## src/logic/rsd_defines.svh

```systemverilog
`ifndef RSD_DEFINES_SVH
`define RSD_DEFINES_SVH

// ****************************************************************
// register offsets
// ****************************************************************
`define RSD_ADDR_RX_STATUS 8'h08
`define RSD_ADDR_RX_DATA_A 8'h09
`define RSD_ADDR_RX_MASK_A 8'h0A
`define RSD_ADDR_RX_DATA_B 8'h0B
`define RSD_ADDR_RX_MASK_B 8'h0C
`define RSD_ADDR_TX_ENABLE 8'h0D
`define RSD_ADDR_TX_STATUS 8'h0E
`define RSD_ADDR_TX_DATA   8'h0F
`define RSD_ADDR_TX_MASK   8'h10

// ****************************************************************
// field positions, reset values, counts
// ****************************************************************
`define RSD_RXE_FULL       0
`define RSD_RXE_EOF        1
`define RSD_RXE_OVF        2
`define RSD_RXE_UNF        3
`define RSD_RXE_B_LSB      4
`define RSD_RXE_B_MSB      7
`define RSD_RXE_A_MSB      3
`define RSD_TX_FLAG_MSB    3
`define RSD_RST_BYTE       8'h00
`define RSD_ZERO_NIBBLE    4'h0
`define RSD_LAST_BIT       3'h7
`define RSD_FIRST_BIT      3'h0
`define RSD_BIT_STEP       3'h1
`define RSD_BUF_DEPTH      2

`endif

```

## src/logic/rsd_pkg.sv

```systemverilog
// ****************************************************************
// shared types
// ****************************************************************
package rsd_pkg;

    typedef enum logic {
        RSD_IDLE = 1'b0,
        RSD_RECV = 1'b1
    } rsd_phase_e;

    // one bit time from a correlator channel
    typedef struct packed {
        logic tick;
        logic valid;
        logic value;
    } rsd_rx_bit_s;

    // decoded access from the serial control port
    typedef struct packed {
        logic       rd;
        logic       wr;
        logic [7:0] addr;
        logic [7:0] wdata;
    } rsd_reg_req_s;

    typedef struct packed {
        logic [7:0] data;
        logic [7:0] mask;
    } rsd_tx_word_s;

    typedef struct packed {
        rsd_phase_e phase;
        logic [2:0] cnt;
        logic [2:0] gap;
        logic [7:0] shift_data;
        logic [7:0] shift_mask;
        logic [7:0] data;
        logic [7:0] mask;
        logic       held;
        logic       full;
        logic       eof;
        logic       ovf;
        logic       unf;
        logic       all_valid;
    } rsd_rx_ch_s;

    typedef struct packed {
        logic unf;
        logic ovf;
        logic done;
        logic empty;
    } rsd_tx_flags_s;

    typedef struct packed {
        rsd_rx_ch_s    rx_a;
        rsd_rx_ch_s    rx_b;
        rsd_tx_flags_s tx;
        logic [7:0]    tx_ie;
        rsd_tx_word_s  hold;
        logic          hold_full;
        logic          sent_any;
        logic [7:0]    rdata;
        logic          irq;
    } rsd_core_s;

endpackage : rsd_pkg

```

## src/logic/rsd_buf2.sv

```systemverilog
`timescale 1ns/100ps
`default_nettype none
// ****************************************************************
// small ring buffer, stalls the writer when full
// ****************************************************************
module rsd_buf2 #(
    parameter int W     = 16,
    parameter int DEPTH = 2
) (
    input  wire logic         ref_clk,
    input  wire logic         nrst,
    input  wire logic         in_valid,
    output logic              in_ready,
    input  wire logic [W-1:0] in_data,
    output logic              out_valid,
    input  wire logic         out_ready,
    output logic [W-1:0]      out_data
);
    localparam int AW = (DEPTH > 1) ? $clog2(DEPTH) : 1;

    // pointers wrap naturally, so only powers of two work
    if (DEPTH < 2 || (DEPTH & (DEPTH - 1)) != 0) begin : g_bad_depth
        $error("rsd_buf2: DEPTH must be a power of two of at least 2");
    end

    typedef struct packed {
        logic [DEPTH-1:0][W-1:0] mem;
        logic [AW-1:0]           wptr;
        logic [AW-1:0]           rptr;
        logic [AW:0]             count;
    } rsd_buf_s;

    rsd_buf_s st;
    rsd_buf_s next_st;
    logic     push;
    logic     pop;

    // handshakes straight from the occupancy count
    assign in_ready  = (st.count != (AW+1)'(DEPTH));
    assign out_valid = (st.count != '0);
    assign out_data  = st.mem[st.rptr];
    assign push      = in_valid && in_ready;
    assign pop       = out_valid && out_ready;

    always_comb begin
        next_st = st;
        if (push) begin
            next_st.mem[st.wptr] = in_data;
            next_st.wptr         = st.wptr + AW'(1);
        end
        if (pop) begin
            next_st.rptr = st.rptr + AW'(1);
        end
        next_st.count = st.count + (AW+1)'(push) - (AW+1)'(pop);
    end

    always_ff @(posedge ref_clk) begin
        if (!nrst) begin
            st <= '0;
        end else begin
            st <= next_st;
        end
    end
endmodule : rsd_buf2
`default_nettype wire

```

## src/logic/rsd_serdes_regs.sv

```systemverilog
// What this block does
// [RQ1] channel A full raises the interrupt only while its enable bit is set
// [RQ2] full arises on every load: complete byte or partial byte at end of frame
// [RQ3] each load sets the all-valid flag only when all eight bits are valid
// [RQ4] flow violation on load before read, or on reading an empty data register
// [RQ5] end of frame after the set number of bit times without a valid bit
// [RQ6] full flag is set whenever a channel's data register is filled
// [RQ7] reading receive status clears flow violation, end of frame and full flags
// [RQ8] flags set and readable regardless of the interrupt enables
// [RQ9] receive status reads zero outside receive mode, transmit status outside transmit
// [RQ10] first received bit lands in bit 0, later bits ascend to bit 7
// [RQ11] valid mask holds one for each valid data bit, zero elsewhere
// [RQ12] host may skip the valid mask when the all-valid flag is set
// [RQ13] host writes zero to the upper four transmit enable bits
// [RQ14] transmit underflow when the transmitter needs data and none waits
// [RQ15] transmit overflow when data is written before the previous byte moved on
// [RQ16] transmit done once the last byte went out and nothing more waits
// [RQ17] transmit empty when the data byte is taken into the transmit buffer
// [RQ18] reading transmit status clears underflow, overflow and done
// [RQ19] writing transmit data clears empty unless a byte moves on that cycle; it sets again when that byte moves on
// [RQ20] end of frame gap comes from three bits; zero fires at first invalid bit
// [RQ21] interrupt output is high while any enabled flag is pending; receive flags count only with rx_enable, transmit flags only with tx_enable
`timescale 1ns/100ps
`default_nettype none
`include "rsd_defines.svh"
module rsd_serdes_regs #(
    parameter int BUF_DEPTH = `RSD_BUF_DEPTH
) (
    input  wire logic                 ref_clk,
    input  wire logic                 nrst,
    input  wire rsd_pkg::rsd_reg_req_s reg_req,
    output logic [7:0]                reg_rdata,
    input  wire logic                 rx_enable,
    input  wire logic                 tx_enable,
    input  wire logic [2:0]           eof_length,
    input  wire logic [7:0]           rx_event_enable,
    input  wire rsd_pkg::rsd_rx_bit_s rx_a,
    input  wire rsd_pkg::rsd_rx_bit_s rx_b,
    output rsd_pkg::rsd_tx_word_s     tx_word,
    output logic                      tx_word_valid,
    input  wire logic                 tx_word_ready,
    input  wire logic                 tx_byte_sent,
    input  wire logic                 tx_needs_data,
    output logic                      irq
);
    // ****************************************************************
    // helpers
    // ****************************************************************

    // one bit time of one receive channel, plus host reads of it
    function automatic rsd_pkg::rsd_rx_ch_s rx_step(
        input rsd_pkg::rsd_rx_ch_s  cur,
        input rsd_pkg::rsd_rx_bit_s in,
        input logic [2:0]           eof_len,
        input logic                 rd_data,
        input logic                 rd_stat,
        input logic                 en
    );
        rsd_pkg::rsd_rx_ch_s nx;
        logic                load;
        logic [7:0]          d;
        logic [7:0]          m;
        nx   = cur;
        load = 1'b0;
        d    = cur.shift_data;
        m    = cur.shift_mask;
        // clears first so that a same-cycle event below wins
        if (rd_stat) begin
            nx.full = 1'b0; // [RQ7]
            nx.eof  = 1'b0;
            nx.ovf  = 1'b0;
            nx.unf  = 1'b0;
        end
        if (rd_data) begin
            if (cur.held) begin
                nx.held = 1'b0;
            end else begin
                nx.unf = 1'b1; // [RQ4]
            end
        end
        if (!en) begin
            // leaving receive mode drops any half-built byte
            nx.phase = rsd_pkg::RSD_IDLE;
            nx.cnt   = `RSD_FIRST_BIT;
            nx.gap   = `RSD_FIRST_BIT;
            d        = `RSD_RST_BYTE;
            m        = `RSD_RST_BYTE;
        end else if (in.tick) begin
            if (in.valid) begin
                d[cur.cnt] = in.value; // [RQ10]
                m[cur.cnt] = 1'b1; // [RQ11]
                nx.phase   = rsd_pkg::RSD_RECV;
                nx.gap     = `RSD_FIRST_BIT;
                load       = (cur.cnt == `RSD_LAST_BIT);
                nx.cnt     = 3'(cur.cnt + `RSD_BIT_STEP);
            end else if (cur.phase == rsd_pkg::RSD_RECV) begin
                if (cur.gap == eof_len) begin
                    nx.eof   = 1'b1; // [RQ5] [RQ20]
                    nx.phase = rsd_pkg::RSD_IDLE;
                    nx.gap   = `RSD_FIRST_BIT;
                    load     = (cur.cnt != `RSD_FIRST_BIT); // [RQ2]
                    nx.cnt   = `RSD_FIRST_BIT;
                end else begin
                    // a short gap keeps its slot, marked invalid
                    d[cur.cnt] = 1'b0;
                    m[cur.cnt] = 1'b0;
                    nx.gap     = 3'(cur.gap + `RSD_BIT_STEP);
                    load       = (cur.cnt == `RSD_LAST_BIT);
                    nx.cnt     = 3'(cur.cnt + `RSD_BIT_STEP);
                end
            end
        end
        if (load) begin
            nx.data      = d;
            nx.mask      = m;
            nx.full      = 1'b1; // [RQ2] [RQ6]
            nx.all_valid = &m; // [RQ3]
            if (cur.held && !rd_data) begin
                nx.ovf = 1'b1; // [RQ4]
            end
            nx.held = 1'b1;
            d       = `RSD_RST_BYTE;
            m       = `RSD_RST_BYTE;
        end
        nx.shift_data = d;
        nx.shift_mask = m;
        return nx;
    endfunction : rx_step

    // status nibble of one channel: all-valid, flow violation, eof, full
    function automatic logic [3:0] rx_nibble(input rsd_pkg::rsd_rx_ch_s ch);
        return {ch.all_valid, ch.ovf | ch.unf, ch.eof, ch.full};
    endfunction : rx_nibble

    // pending causes of one channel against its four enable bits
    function automatic logic rx_pending(input rsd_pkg::rsd_rx_ch_s ch, input logic [3:0] en);
        return (ch.full && en[`RSD_RXE_FULL]) || (ch.eof && en[`RSD_RXE_EOF])
            || (ch.ovf && en[`RSD_RXE_OVF]) || (ch.unf && en[`RSD_RXE_UNF]);
    endfunction : rx_pending

    // ****************************************************************
    // state and decode
    // ****************************************************************
    rsd_pkg::rsd_core_s    st;
    rsd_pkg::rsd_core_s    next_st;
    rsd_pkg::rsd_tx_word_s buf_word;
    logic                  buf_in_ready;
    logic                  move;
    logic                  rd_rx_stat;
    logic                  rd_tx_stat;
    logic                  rd_data_a;
    logic                  rd_data_b;
    logic                  wr_tx_data;
    logic [3:0]            tx_nibble;

    // host access strobes
    assign rd_rx_stat = reg_req.rd && (reg_req.addr == `RSD_ADDR_RX_STATUS);
    assign rd_tx_stat = reg_req.rd && (reg_req.addr == `RSD_ADDR_TX_STATUS);
    assign rd_data_a  = reg_req.rd && (reg_req.addr == `RSD_ADDR_RX_DATA_A);
    assign rd_data_b  = reg_req.rd && (reg_req.addr == `RSD_ADDR_RX_DATA_B);
    assign wr_tx_data = reg_req.wr && (reg_req.addr == `RSD_ADDR_TX_DATA);
    assign move       = st.hold_full && buf_in_ready;
    assign tx_nibble  = {st.tx.unf, st.tx.ovf, st.tx.done, st.tx.empty};

    // ****************************************************************
    // next state
    // ****************************************************************
    always_comb begin
        next_st = st;
        // both receive channels share one step function
        next_st.rx_a = rx_step(st.rx_a, rx_a, eof_length, rd_data_a, rd_rx_stat, rx_enable);
        next_st.rx_b = rx_step(st.rx_b, rx_b, eof_length, rd_data_b, rd_rx_stat, rx_enable);

        // transmit: clears before sets, so an event in the read cycle survives
        if (rd_tx_stat) begin
            next_st.tx.unf  = 1'b0; // [RQ18]
            next_st.tx.ovf  = 1'b0;
            next_st.tx.done = 1'b0;
        end
        if (wr_tx_data) begin
            next_st.tx.empty = 1'b0; // [RQ19]
            next_st.hold.data = reg_req.wdata;
            next_st.hold_full = 1'b1;
            if (st.hold_full && !move) begin
                next_st.tx.ovf = 1'b1; // [RQ15]
            end
        end else if (move) begin
            next_st.hold_full = 1'b0;
        end
        if (move) begin
            next_st.tx.empty = 1'b1; // [RQ17] [RQ19]
        end
        if (reg_req.wr && reg_req.addr == `RSD_ADDR_TX_MASK) begin
            next_st.hold.mask = reg_req.wdata;
        end
        if (reg_req.wr && reg_req.addr == `RSD_ADDR_TX_ENABLE) begin
            next_st.tx_ie = reg_req.wdata; // stored whole; upper bits are host's to zero
        end
        if (tx_byte_sent) begin
            next_st.sent_any = 1'b1;
            if (!tx_word_valid && !st.hold_full) begin
                next_st.tx.done = 1'b1; // [RQ16]
            end
        end
        if (tx_needs_data && st.sent_any && !tx_word_valid) begin
            next_st.tx.unf = 1'b1; // [RQ14]
        end

        // registered read data; flags read as they stood before the clear
        if (reg_req.rd) begin
            case (reg_req.addr)
                `RSD_ADDR_RX_STATUS: next_st.rdata = rx_enable ?
                    {rx_nibble(st.rx_b), rx_nibble(st.rx_a)} : `RSD_RST_BYTE; // [RQ8] [RQ9]
                `RSD_ADDR_RX_DATA_A: next_st.rdata = st.rx_a.data;
                `RSD_ADDR_RX_MASK_A: next_st.rdata = st.rx_a.mask;
                `RSD_ADDR_RX_DATA_B: next_st.rdata = st.rx_b.data;
                `RSD_ADDR_RX_MASK_B: next_st.rdata = st.rx_b.mask;
                `RSD_ADDR_TX_ENABLE: next_st.rdata = st.tx_ie;
                `RSD_ADDR_TX_STATUS: next_st.rdata = tx_enable ?
                    {`RSD_ZERO_NIBBLE, tx_nibble} : `RSD_RST_BYTE; // [RQ9]
                default:             next_st.rdata = `RSD_RST_BYTE;
            endcase
        end

        // interrupt follows the flags that will stand next cycle
        next_st.irq = (rx_enable
                && (rx_pending(next_st.rx_a, rx_event_enable[`RSD_RXE_A_MSB:0]) // [RQ1]
                || rx_pending(next_st.rx_b, rx_event_enable[`RSD_RXE_B_MSB:`RSD_RXE_B_LSB])))
            || (tx_enable && |({next_st.tx.unf, next_st.tx.ovf, next_st.tx.done, next_st.tx.empty}
                & st.tx_ie[`RSD_TX_FLAG_MSB:0])); // [RQ21]
    end

    // single state register, synchronous reset to all zero
    always_ff @(posedge ref_clk) begin
        if (!nrst) begin
            st <= '0;
        end else begin
            st <= next_st;
        end
    end

    // ****************************************************************
    // transmit buffer between holding register and transmitter
    // ****************************************************************
    // two entries let the transmitter stall without dropping a byte
    rsd_buf2 #(
        .W     ($bits(rsd_pkg::rsd_tx_word_s)),
        .DEPTH (BUF_DEPTH)
    ) u_tx_buf (
        .ref_clk   (ref_clk),
        .nrst      (nrst),
        .in_valid  (st.hold_full),
        .in_ready  (buf_in_ready),
        .in_data   (st.hold),
        .out_valid (tx_word_valid),
        .out_ready (tx_word_ready),
        .out_data  (buf_word)
    );

    assign tx_word   = buf_word;
    assign reg_rdata = st.rdata;
    assign irq       = st.irq;
endmodule : rsd_serdes_regs
`default_nettype wire

```

## config.mk

```make
export PLATFORM = sky130hd
export DESIGN_NAME = rsd_serdes_regs
export DESIGN_NICKNAME = d
export VERILOG_FILES = /design/src/logic/rsd_pkg.sv /design/src/logic/rsd_buf2.sv /design/src/logic/rsd_serdes_regs.sv
export VERILOG_INCLUDE_DIRS = /design/src /design/src/logic
export SDC_FILE = /design/constraint.sdc
export NUM_CORES = 1
export LEC_CHECK = 0
export ABC_AREA = 1
export BUFFER_PORTS_ARGS = -buffer_cell sky130_fd_sc_hd__buf_2
export CAP_MARGIN = 20
export CORE_UTILIZATION = 40
export CTS_CLUSTER_SIZE = 16
export DETAILED_ROUTE_END_ITERATION = 16
export SLEW_MARGIN = 10
export SYNTH_ARGS = -nofsm -noshare
export SYNTH_HDL_FRONTEND = slang
export SYNTH_SLANG_ARGS = --single-unit
```

## constraint.sdc

```tcl
create_clock -name ref_clk -period 2.4 [get_ports ref_clk]
set_clock_uncertainty 0.05 [all_clocks]
set_input_delay 0.24 -clock ref_clk [delete_from_list [all_inputs] [get_ports ref_clk]]
set_output_delay 0.24 -clock ref_clk [all_outputs]
set_load 0.05 [all_outputs]
```

---- After elaboration in Yosys (flattened, before gate mapping) ----
Cells that the tools add are included.
operators by class
  multiplexer cells ....................... 86
  reductions and logical operators ........ 57
  bitwise logic cells ..................... 12
  $add $sub $neg .......................... 8
  eq/ne operators ......................... 14
  magnitude comparators ................... 7
operator list
  kind                                                                    count
  8-bit 2-to-1 mux                                                        21
  8-bit by 4-bit equality test with 1-bit output (second input constant)  8
  8-bit case mux with 7 select lines                                      1
  16-bit 2-to-1 mux                                                       3
  1-bit 2-to-1 mux                                                        43
  8-bit AND                                                               4
  32-bit bitwise mux                                                      1
  1-bit logical AND                                                       28
  7-bit 2-to-1 mux                                                        4
  8-bit bitwise mux                                                       2
  16-bit demux with 1-bit select                                          1
  8-bit inverter                                                          2
  8-bit OR                                                                2
  8-bit AND reduction                                                     2
  3-bit by 1-bit adder with 3-bit output (second input constant)          4
  4-bit 2-to-1 mux                                                        3
  6-bit 2-to-1 mux                                                        2
  2-bit nonzero test                                                      6
  8-bit by 5-bit equality test with 1-bit output (second input constant)  1
  1-bit logical OR                                                        8
  3-bit by 4-bit < comparator with 1-bit output (second input constant)   2
  1-bit demux with 3-bit select                                           2
  3-bit equality test                                                     2
  3-bit equality test (second input constant)                             2
  other kinds (17)                                                        30
word-level totals
  flip-flop bits (word level) ............. 165
  word-level logic and storage cells ...... 226
  bits of input ports ..................... 42
  output and inout port bits .............. 26

---- Logic depth before layout (Yosys ltp) ----
Gate-level depths: netlist of the first run.
  depth after elaboration ................. 15
  gate-level depth with buffers ........... 15
  mapped depth without buffers ............ 15

---- Modules after synthesis ----
A second synthesis of the first run with hierarchy kept.
unflattened totals
  cell total of the unflattened synthesis .. 1156
  area total of the unflattened synthesis .. 7982.7 um^2
modules (own cells, without submodules)
  module           area an instance (um^2)  sequential area each (um^2)  cells an instance  instances
  rsd_serdes_regs  6274.8                   2582.5                       913                1
  rsd_buf2         1707.9                   720.7                        243                1

---- Least setup slack after synthesis of the first run ----
Ideal clock, no wire load.
  path kind ............................... register to output
  start ................................... reg u_tx_buf.st[2] in the netlist's numbering
  end ..................................... out tx_word[12] in the netlist's numbering
  required time ........................... 2.110 ns
  path slack .............................. 0.475 ns
  buffers on the path ..................... 1
  data arrival time ....................... 1.635 ns
  cell stages (with the launch flop) ...... 3
  path through ............................ dfxtp_1 > clkbuf_1 > o21ai_0
RTL lines
  element                 RTL line               RTL
  from (decl)             rsd_buf2.sv:33         rsd_buf_s st;
  from (signal assigned)  rsd_buf2.sv:61         st <= next_st;
  to (decl)               rsd_serdes_regs.sv:39  output rsd_pkg::rsd_tx_word_s tx_word,

==> results.md, run 1 <==
- Cell taking the most area after synthesis: dfxtp_1
- Synth top area share: 42.5%
- Vias/cell: a little over 5
- GR Util All Layers: between 20 and 25%
- Synth top cells by count: nand2_1, dfxtp_1, a21oi_1
- WL per Instance: about 15 µm
- Sequential fraction of design power: 47.1%
- TritonCTS clock tree: built
- Grt total ovfl: 0
- Layout area overhead: 13.6%
- Synth area leaders: dfxtp_1, nand2_1, a21oi_1
- Total negative setup slack: 0 ns
- Synth Cell Area: 7770 µm²
- Max-slew violations: 0
- Port bufs: 67
- RePlAce Congestion: ~0.86
- CP startpoint: u_tx_buf.st[2]
- CP Data Arrival Time: approximately 1.6 ns
- Vias in the first global route: around 6,700
- Number of remaining DRC errors: 0
- Share of flip-flops with an asynchronous set or reset: 0%
- FP Rows: 50
- Top-count cell post-synth: nand2_1
- Psw: 1640 µW
- Pwr Total: slightly below 6000 µW
- Die height: 141 µm
- Final WS setup: 0.530 ns
- Largest net degree at the start of global routing: 46
- # fillers: slightly below 2,000
- CP startpoint kind: flip-flop
- Gate power share: under 10%
- P_leak: between 0.003 and 0.004 µW
- Worst setup EP type: primary output
- Critical-path maximum fanout: 34
- Slew HR: a little over two fifths
- Worst hold margin: 0.0462 ns
- Worst stage delay on the critical path: 0.32 ns
- WL final: 21,400 µm
- Clock latency on the worst-skew pair: approximately 0.44 ns
- Layout cell share with drive strength beyond 1: ~14%
- Core area: between 15,000 and 20,000 µm²
- Pwr dens: between 600 and 700 nW/µm²
- # setup viols final: 0
- Synthesized area per cell: just over 7 µm²
- Crit Reg-Reg Startpoint: st[80]
- Top-level I/O count: 68
- Status: finished, final reports clean
- Critical path class: flip-flop to primary output
- Crit path max-delay cell type: dfxtp_1
- Top_reg_cell synth: dfxtp_1
- RSZ-0062 raised after global routing: no
- Htree depth: 4
- Pre-antenna DRT Iters: 5
- Final worst path period share: 77.9%
- Sw Ratio: between 20% and 30%
- Maximum clock frequency: roughly 0.53 GHz
- Mapped Cells: around 1,100
- Clock buffer count from CTS: 17
- Die Area: about 20,000 µm²
- Syn nets: between 1,000 and 1,500
- Routed via count: 7,178
- Hold depth: 3
- First-pass GRT wire length: about 35,000 µm
- Nets: between 1,000 and 1,500
- Post-synthesis sequential area ratio: between 40 and 50%
- Hold Path Class: primary input to flip-flop
- Hold path startpoint: reg_req[1]
- Synth Warn #: 0
- Final min period: about 1.9 ns
- FF-to-FF path depth: 10
- Reg-to-Reg End: st[53]
- Clock sink count: around 170
- Die Span X: around 140 µm
- Clock root buffer: clkbuf_16
- Hold Path End: st[12]
- Initial antenna violation count: 0
- CTS max path bufs: 2
- Setup WS pre-CTS: 0.447 ns
- Setup slack, reg-to-reg: around 0.53 ns
- Detailed placer's ending HPWL: around 15,000 µm
- Worst-path cell chain: buf_4, nand2_1, o21ai_0, buf_2
- Clock Power Share: 45.8%
- Number of antenna diodes: 0
- Final core occ: ~47%
- Tightest Pin Transition: approximately 0.85 ns
- Starting Density: approximately two fifths
- Peak supply drop: 0.537 mV
- Final Hold Viols: 0
- Clock-pin slew on the worst setup and hold paths: approximately 0.070 ns
- DR iter-0 viols: 551
- Number of enable flip-flop cells after synthesis: 0
- Post-synthesis register bit count: about 170
- Post-synthesis cell type count: 47
- Max Cap Viol: 0
- Final ANT Viol Nets: 0
- Int Pwr: 4270 µW
- Worst Path Required: 2.11 ns
==> critical path: cells and delay by family (launching register included) <==
| kind | cells | cell delay [ns] |
|---|---|---|
| AO/OA/AOI/OAI | 1 | 0.11 |
| buffers and inverters | 2 | 0.61 |
| flip-flops | 1 | 0.32 |
| AND/OR/NAND/NOR | 1 | 0.09 |
==> kinds of logic (layout without fill, tap and decap cells) <==
family / after synthesis / count (layout) / synth area share (%)
flops: 165 / 165 / 42.5
simple gates: 418 / 418 / 24.3
compound gates: 307 / 307 / 21.3
fa+ha+maj: 10 / 10 / 1.61
xor+xnor: 4 / 4 / 0.644
buf+inv: 173 / 233 / 9.62
==> how the worst max path moves through the flow <==
stage / end
2_1_floorplan: tx_word[12]
3_3_place_gp: st[27]
3_5_place_dp: st[27]
4_1_cts: st[53]
5_1_grt: st[53]
6_report: tx_word[2]
==> placed cells by master (no fill, tap or decap), types with 3 or more instances in the layout <==
cell and n:
buf_4 14, a21o_1 6, nand3_2 6, inv_8 5
inv_2 12, dfxtp_1 165, nor3_1 6, o211ai_1 12
nand2_4 3, inv_6 6, nand2_2 6, clkbuf_16 17
nand2_1 240, ha_1 10, o21ai_1 19, o21ai_0 110
o22ai_1 13, clkinv_1 4, a31oi_1 9, inv_1 102
a22oi_1 3, nand3_1 57, or2_2 3, buf_2 67
a21oi_1 123, nor2_1 71, nor3_4 3, nand4_1 12
==> per-layer routing <==
layer | GRT usage, % | wire, µm | vias to the layer above
met5 | 0 | 0 | -
met4 | 6.81 | 393 | 0
met3 | 3.71 | 716 | 28
met2 | 36.6 | 9980 | 144
met1 | 29.8 | 10300 | 3333
li1 | - | - | 3673
==> registers in the layout, indices dropped and copies added (netlist names) <==
register and cells:
irq 1, reg_rdata 8, st 120, u_tx_buf.st 36
==> power by group through the flow <==
stage / sequential [µW] / clock, µW / combinational, µW
after floorplan: 2840 / 0 / 275
after global placement: 2850 / 0 / 412
after detailed placement: 2850 / 0 / 415
after CTS: 2780 / 2740 / 418
after global routing: 2790 / 2880 / 463
final: 2780 / 2710 / 415
==> cell type report <==
type	count	area [µm²]	share of cell area, %
sequential	165	3300	37.4
tap	260	325	3.69
clock inverter	15	150	1.70
clock buffer	17	425	4.82
timing repair buffer	82	450	5.11
multi-input combinational	739	3720	42.1
inverter	119	449	5.09
==> through the flow <==
stage                     area, µm²  cells
after floorplan                7770   1077
after global placement         8240   1364
after detailed placement       8240   1364
after CTS                      8820   1397
after global routing           8820   1397
final                          8820   1397
==> repair_timing <==
action / CTS / global route
gates resized for setup: 0 / 0
hold buffers: 1 / 0
buffers inserted: 0 / 0
hold endpoints to repair: 1 / 0
Power figures use the tool's default switching activity.
==> run 2, diff against run 1 <==
clock period = 1.8 ns   (was 2.4 ns; I/O delays follow)
==> run 2 against run 1 <==
Non-clock buffer count grew 40. Sequential share of layout area down 1.5 points. Worst hold slack worse by 0.035 ns. First-iteration DRC count is 6.5% lower. Critical path type unchanged. Final cell count up 2.9%. Cell area up 4.7%. Die area unchanged. Core utilization rose by 2.2 points. Via count is 1.9% higher. Sequential power is 33% higher. Largest cell class unchanged. Critical path depth is the same.
==> results.md, run 2 (same netlist as run 1, synthesis figures left out) <==
- Status: finished, final reports clean
- Placed insts: 1,393 (+2.1%)
- Most frequent cells in the layout: nand2_1, dfxtp_1, a21oi_1, inv_1, o21ai_0
- Vias/cell: 5.09 (-0.91%)
- Grt total ovfl: 0 (unchanged)
- Total negative setup slack: 0 ns (unchanged)
- Htree depth: 4 (unchanged)
- Clock latency on the worst-skew pair: 0.43 ns (about the same)
- First-pass GRT wire length: 34,100 µm (-2.0%)
- P_leak: 0.00382 µW (+5.8%)
- Max Cap Viol: 0 (unchanged)
- Sw Ratio: 27.5% (-0.22 points)
- Finished Layout Cells: 1,437 (+2.9%)
- CP startpoint kind: flip-flop
- Number of antenna diodes: 0 (unchanged)
- CP Data Arrival Time: 1.48 ns (-0.10 ns)
- Psw: 2180 µW (+33%)
- Critical path class: flip-flop to primary output
- Die Span X: 141 µm (unchanged)
- Slew HR: 69.7% (+26 points)
- Worst hold margin: 0.0115 ns (-0.0347 ns)
- Clock root buffer: clkbuf_16
- Clock buffer count from CTS: 17 (unchanged)
- Vias in the first global route: 6,775 (+1.6%)
- Clock-pin slew on the worst setup and hold paths: 0.07 ns (about the same)
- Placed instance area: 8490 µm² (+3.1%)
- WL met2: 9480 µm (-5.0%)
- Finished layout cell area: 9240 µm² (+4.7%)
- Sequential fraction of design power: 46.9% (-0.2 points)
- DR iter-0 viols: 515 (-6.5%)
- Final ANT Viol Nets: 0 (unchanged)
- Die Area: 20,000 µm² (unchanged)
- Nets: 1,216 (+3.4%)
- Post-Route M1 WL: 10,000 µm (-3.2%)
- Worst setup EP type: primary output
- Tightest Pin Transition: 0.454 ns (-0.392 ns)
- Met3 Wirelength: 967 µm (+35%)
- Pwr dens: 857 nW/µm² (+28%)
- Number of remaining DRC errors: 0 (unchanged)
- Layout cell share with drive strength beyond 1: 17.5% (+3.3 points)
- Core area: 18,900 µm² (unchanged)
- FP Rows: 50 (unchanged)
- Die height: 141 µm (unchanged)
- Top Metal Used: met4
- WL per Instance: 14.5 µm (-5.5%)
- Routed via count: 7,316 (+1.9%)
- CTS max path bufs: 2 (unchanged)
- Final worst path period share: between 90% and 100%
- Detailed placer's ending HPWL: 15,600 µm (+0.79%)
- Peak supply drop: 0.808 mV (+51%)
- Hold Path Class: primary input to flip-flop
- Top-level I/O count: 68 (unchanged)
- Largest register FFs: 120 (unchanged)
- Int Pwr: 5740 µW (+34%)
- Setup WS pre-CTS: 0.0418 ns (-0.405 ns)
- Worst Path Required: 1.57 ns (-0.54 ns)
- Pre-antenna DRT Iters: 5 (unchanged)
- Final min period: 1.71 ns
- Critical-path maximum fanout: 34 (unchanged)
- RePlAce Congestion: 0.871 (+1.1%)
- Register with the most flip-flops: st
- TritonCTS clock tree: built
- Most common cell after layout, fill and taps aside: nand2_1
- Max-slew violations: 0 (unchanged)
- # setup viols final: 0 (unchanged)
- Starting Density: 41.1% (unchanged)
- GR Util All Layers: 21.7% (-0.59 points)
- Maximum clock frequency: just under 0.6 GHz
- Final WS setup: 0.0853 ns (-0.445 ns)
- Largest net degree at the start of global routing: 35 (-24%)
- WL final: 20,800 µm (-2.8%)
- Port bufs: 67 (unchanged)
- Clock sink count: 165 (unchanged)
- Clock Power Share: 45.4% (-0.4 points)
- Final Hold Viols: 0 (unchanged)
- Layout area overhead: 18.9%
- Initial antenna violation count: 0 (unchanged)
- Gate power share: 7.7% (+0.7 points)
==> run 2: cell types whose count changed in the layout (fill, tap and decap cells not counted), moves of 3 or more <==
cell / before / now
nand2_1: 240 / 237
dlygate4sd3_1: 1 / 9
dfxtp_2: 0 / 5
buf_12: 0 / 3
dfxtp_1: 165 / 158
o21ai_1: 19 / 30
buf_4: 14 / 42
o21ai_0: 110 / 99
==> run 2: path summary, 6_finish.rpt <==
path                   start  slack (ns)  cells past startpoint         endpoint
max           u_tx_buf.st[2]        0.09                      4       tx_word[2]
min            tx_needs_data        0.01                      3           st[38]
max reg2reg          st[123]        0.12                      7           st[94]
min reg2reg  u_tx_buf.st[18]        0.40                      2  u_tx_buf.st[18]
==> run 2: power groups by stage <==
stage / Sequential (µW) / Combinational (µW) / Clock, µW
CTS: 3710 / 601 / 3660
global route: 3720 / 679 / 3820
floorplan: 3790 / 369 / 0
detailed placement: 3800 / 582 / 0
finish: 3710 / 609 / 3590
global placement: 3800 / 582 / 0
==> run 2: critical path, cell delays in order (launching register included) <==
cell,delay (ns)
dfxtp_1,0.32
buf_6,0.23
nand2_1,0.08
o21ai_1,0.13
clkbuf_4,0.28
==> run 2: cell type report <==
class                           count  area, µm²
Clock inverter                     15        156
Clock buffer                       17        425
Inverter                          119        454
Sequential cell                   165       3320
Tap cell                          260        325
Fill cell                        1956       9660
Multi-Input combinational cell    739       3740
Timing Repair Buffer              122        817
==> run 2: through the flow <==
stage / utilization, % / total power [µW]
CTS: 48.5 / 7970
global placement: 44.9 / 4380
floorplan: - / 4160
global route: 48.9 / 8220
finish: 48.9 / 7920
detailed placement: 44.9 / 4380
==> run 2: layer usage <==
layer  up-vias  global-route usage (%)
li1       3754                       -
met1      3382                    29.8
met2       155                    34.2
met3        25                    3.78
met4         0                    7.55
met5         -                       0
==> run 2: what timing repair did <==
action                                  CTS  global route
gates resized for setup                   2            24
pin swaps                                 0            10
hold buffers                              9             0
setup buffers                             0             3
endpoints found under the setup margin    2            38
endpoints found under the hold margin    19             0
==> run 3, diff against run 2 <==
CORE_UTILIZATION = 60   (was 40)
PLACE_DENSITY = 0.8   (was default)
==> run 3 against run 2 <==
Critical path depth rose by 9. Routed wire length fell by 3.3%. Final cell count fell by 7.0%. Register-to-register slack got worse by 0.04 ns. Worst hold slack got worse by 0.0041 ns. Clock-buffer cell count rose by 2. Critical path type is now flip-flop to flip-flop. Critical endpoint is now st[39].
==> results.md, run 3 (same netlist as run 1, synthesis figures left out) <==
- Crit Reg-Reg Startpoint: st[77]
- # setup viols final: 0 (unchanged)
- Pwr dens: 875 nW/µm² (+2.1%)
- Worst setup EP type: flip-flop
- Register area: 3310 µm² (about the same)
- P_leak: 0.00378 µW (-1.2%)
- Pre-antenna DRT Iters: 5 (unchanged)
- Status: finished, final reports clean
- Clock buffer count from CTS: 17 (unchanged)
- FP Rows: 41 (-18%)
- Finished layout cell area: 9080 µm² (-1.7%)
- Core area: 12,600 µm² (-33%)
- Peak supply drop: 0.799 mV (-1.0%)
- Initial antenna violation count: 0 (unchanged)
- Finished Layout Cells: 1,336 (-7.0%)
- Register with the most flip-flops: st
- CP bufs+invs: 2 (unchanged)
- Worst hold margin: 0.00743 ns (-0.00411 ns)
- Maximum clock frequency: 0.583 GHz (about the same)
- WL final: 20,200 µm (-3.3%)
- Largest register FFs: 120 (unchanged)
- Final min period: 1.72 ns (+0.00149 ns)
- Final Hold Viols: 0 (unchanged)
- Area of the multi-input gates: 3770 µm² (+0.90%)
- Nets: 1,203 (-1.1%)
- CP top delay family: simple AND/OR/NAND/NOR gates
- Routed via count: 7,537 (+3.0%)
- CP Data Arrival Time: 1.99 ns (+0.51 ns)
- Die Area: 13,400 µm² (-33%)
- Critical path class: flip-flop to flip-flop
- Tightest Pin Transition: 0.486 ns (+0.0321 ns)
- Worst stage delay on the critical path: 0.37 ns (+0.05 ns)
- First-pass GRT wire length: 32,200 µm (-5.5%)
- Max Cap Viol: 0 (unchanged)
- RePlAce Congestion: 0.912 (+4.7%)
- CTS max path bufs: 2 (unchanged)
- CP startpoint kind: flip-flop
- Clock sink count: 165 (unchanged)
- Hold path startpoint: reg_req[0]
- Largest net degree at the start of global routing: 38 (+8.6%)
- CP startpoint: st[77]
- Slew HR: 67.6% (-2.1 points)
- Final WS setup: 0.0838 ns (-0.00149 ns)
- Layout area overhead: 16.8%
- Hold Path Class: primary input to flip-flop
- Placed instance area: 8270 µm² (-2.6%)
- Starting Density: 61.6% (+20 points)
- Most common cell after layout, fill and taps aside: nand2_1
- Top-level I/O count: 68 (unchanged)
- Pwr Total: 7940 µW (+0.30%)
- Placed insts: 1,292 (-7.3%)
- Htree depth: 4 (unchanged)
- CP most frequent cell: nand2_1
- Worst-path cell chain: inv_1, nand2_1, nand2_1, nand3_2, nand2_4, inv_4, nand2_1, o21ai_0, o21ai_0, nand2_1, nor2_1, nand3_1, nand2_1
- Vias/cell: 5.64 (+11%)
- Critical-path maximum fanout: 7 (-79%)
- Vias in the first global route: 6,579 (-2.9%)
- Crit path max-delay cell type: dfxtp_2
- GR Util All Layers: 30.8% (+9.2 points)
- Worst Path Required: 2.07 ns (+0.50 ns)
- Die Span X: 116 µm (-18%)
- Port bufs: 67 (unchanged)
- Die height: 116 µm (-18%)
- Clock root buffer: clkbuf_16
- Final ANT Viol Nets: 0 (unchanged)
- Most frequent cells in the layout: nand2_1, dfxtp_1, a21oi_1, o21ai_0, inv_1
- TritonCTS clock tree: built
- Max-slew violations: 0 (unchanged)
- Clock latency on the worst-skew pair: 0.43 ns (about the same)
- Detailed placer's ending HPWL: 14,200 µm (-9.3%)
- # fillers: 1,030 (-47%)
- Number of remaining DRC errors: 0 (unchanged)
- Final worst path period share: 95.3% (about the same)
- Number of antenna diodes: 0 (unchanged)
- Clock-pin slew on the worst setup and hold paths: 0.07 ns (about the same)
- WL per Instance: 15.1 µm (+4.1%)
- Setup WS pre-CTS: 0.0217 ns (-0.0201 ns)
- Layout cell share with drive strength beyond 1: 17.2% (-0.32 points)
- Grt total ovfl: 0 (unchanged)
- DR iter-0 viols: 859 (+67%)
==> run 3: changes by cell type in the layout (fill, tap and decap cells not counted), moves of 3 or more <==
cell           before  now
dlygate4sd3_1       9    6
dfxtp_2             5    9
buf_4              42   31
inv_8               5    0
==> run 3: report_power, final <==
group | internal [µW] | switching, µW
clock network | 2100 | 1520
logic | 188 | 414
registers | 3690 | 31.5
total | 5970 | 1970
==> run 3: worst min-delay path: stages <==
cell     delay, ns
buf_2         0.12
inv_1         0.08
a21oi_1       0.06
==> run 3: final cells by class <==
class                      instances  share of cell area, %
timing repair buffer             109                   8.02
sequential                       165                   36.5
clock buffer                      19                   4.88
tap                              172                   2.37
inverter                         119                   5.00
clock inverter                    13                   1.63
multi-input combinational        739                   41.6
==> run 3: repair_timing <==
action	in CTS	in global routing
gates resized for setup	1	33
endpoints found under the hold margin	9	1
pin swaps	0	9
gates cloned	0	1
endpoints found under the setup margin	1	54
hold buffers	5	1
buffers inserted	0	5
==> run 3: path summary, 6_finish.rpt <==
check / cells past startpoint / endpoint / slack (ns)
worst max register to register: 13 / st[39] / 0.08
worst min register to register: 2 / u_tx_buf.st[11] / 0.40
worst max-delay path: 13 / st[39] / 0.08
worst min-delay path: 3 / st[19] / 0.007
==> run 3: stage by stage <==
stage	setup TNS [ns]	util, %
final	0	71.9
after global routing	-0.0594	71.9
after CTS	0	70.6
after detailed placement	0	65.5
after global placement	0	65.5
after floorplan	-0.444	-
==> run 3: metal layers <==
metal | track usage (%) | wire length (µm)
met5 | 0 | 0
met3 | 5.49 | 1430
met2 | 46.9 | 9090
met1 | 43.9 | 9170
met4 | 10.9 | 466
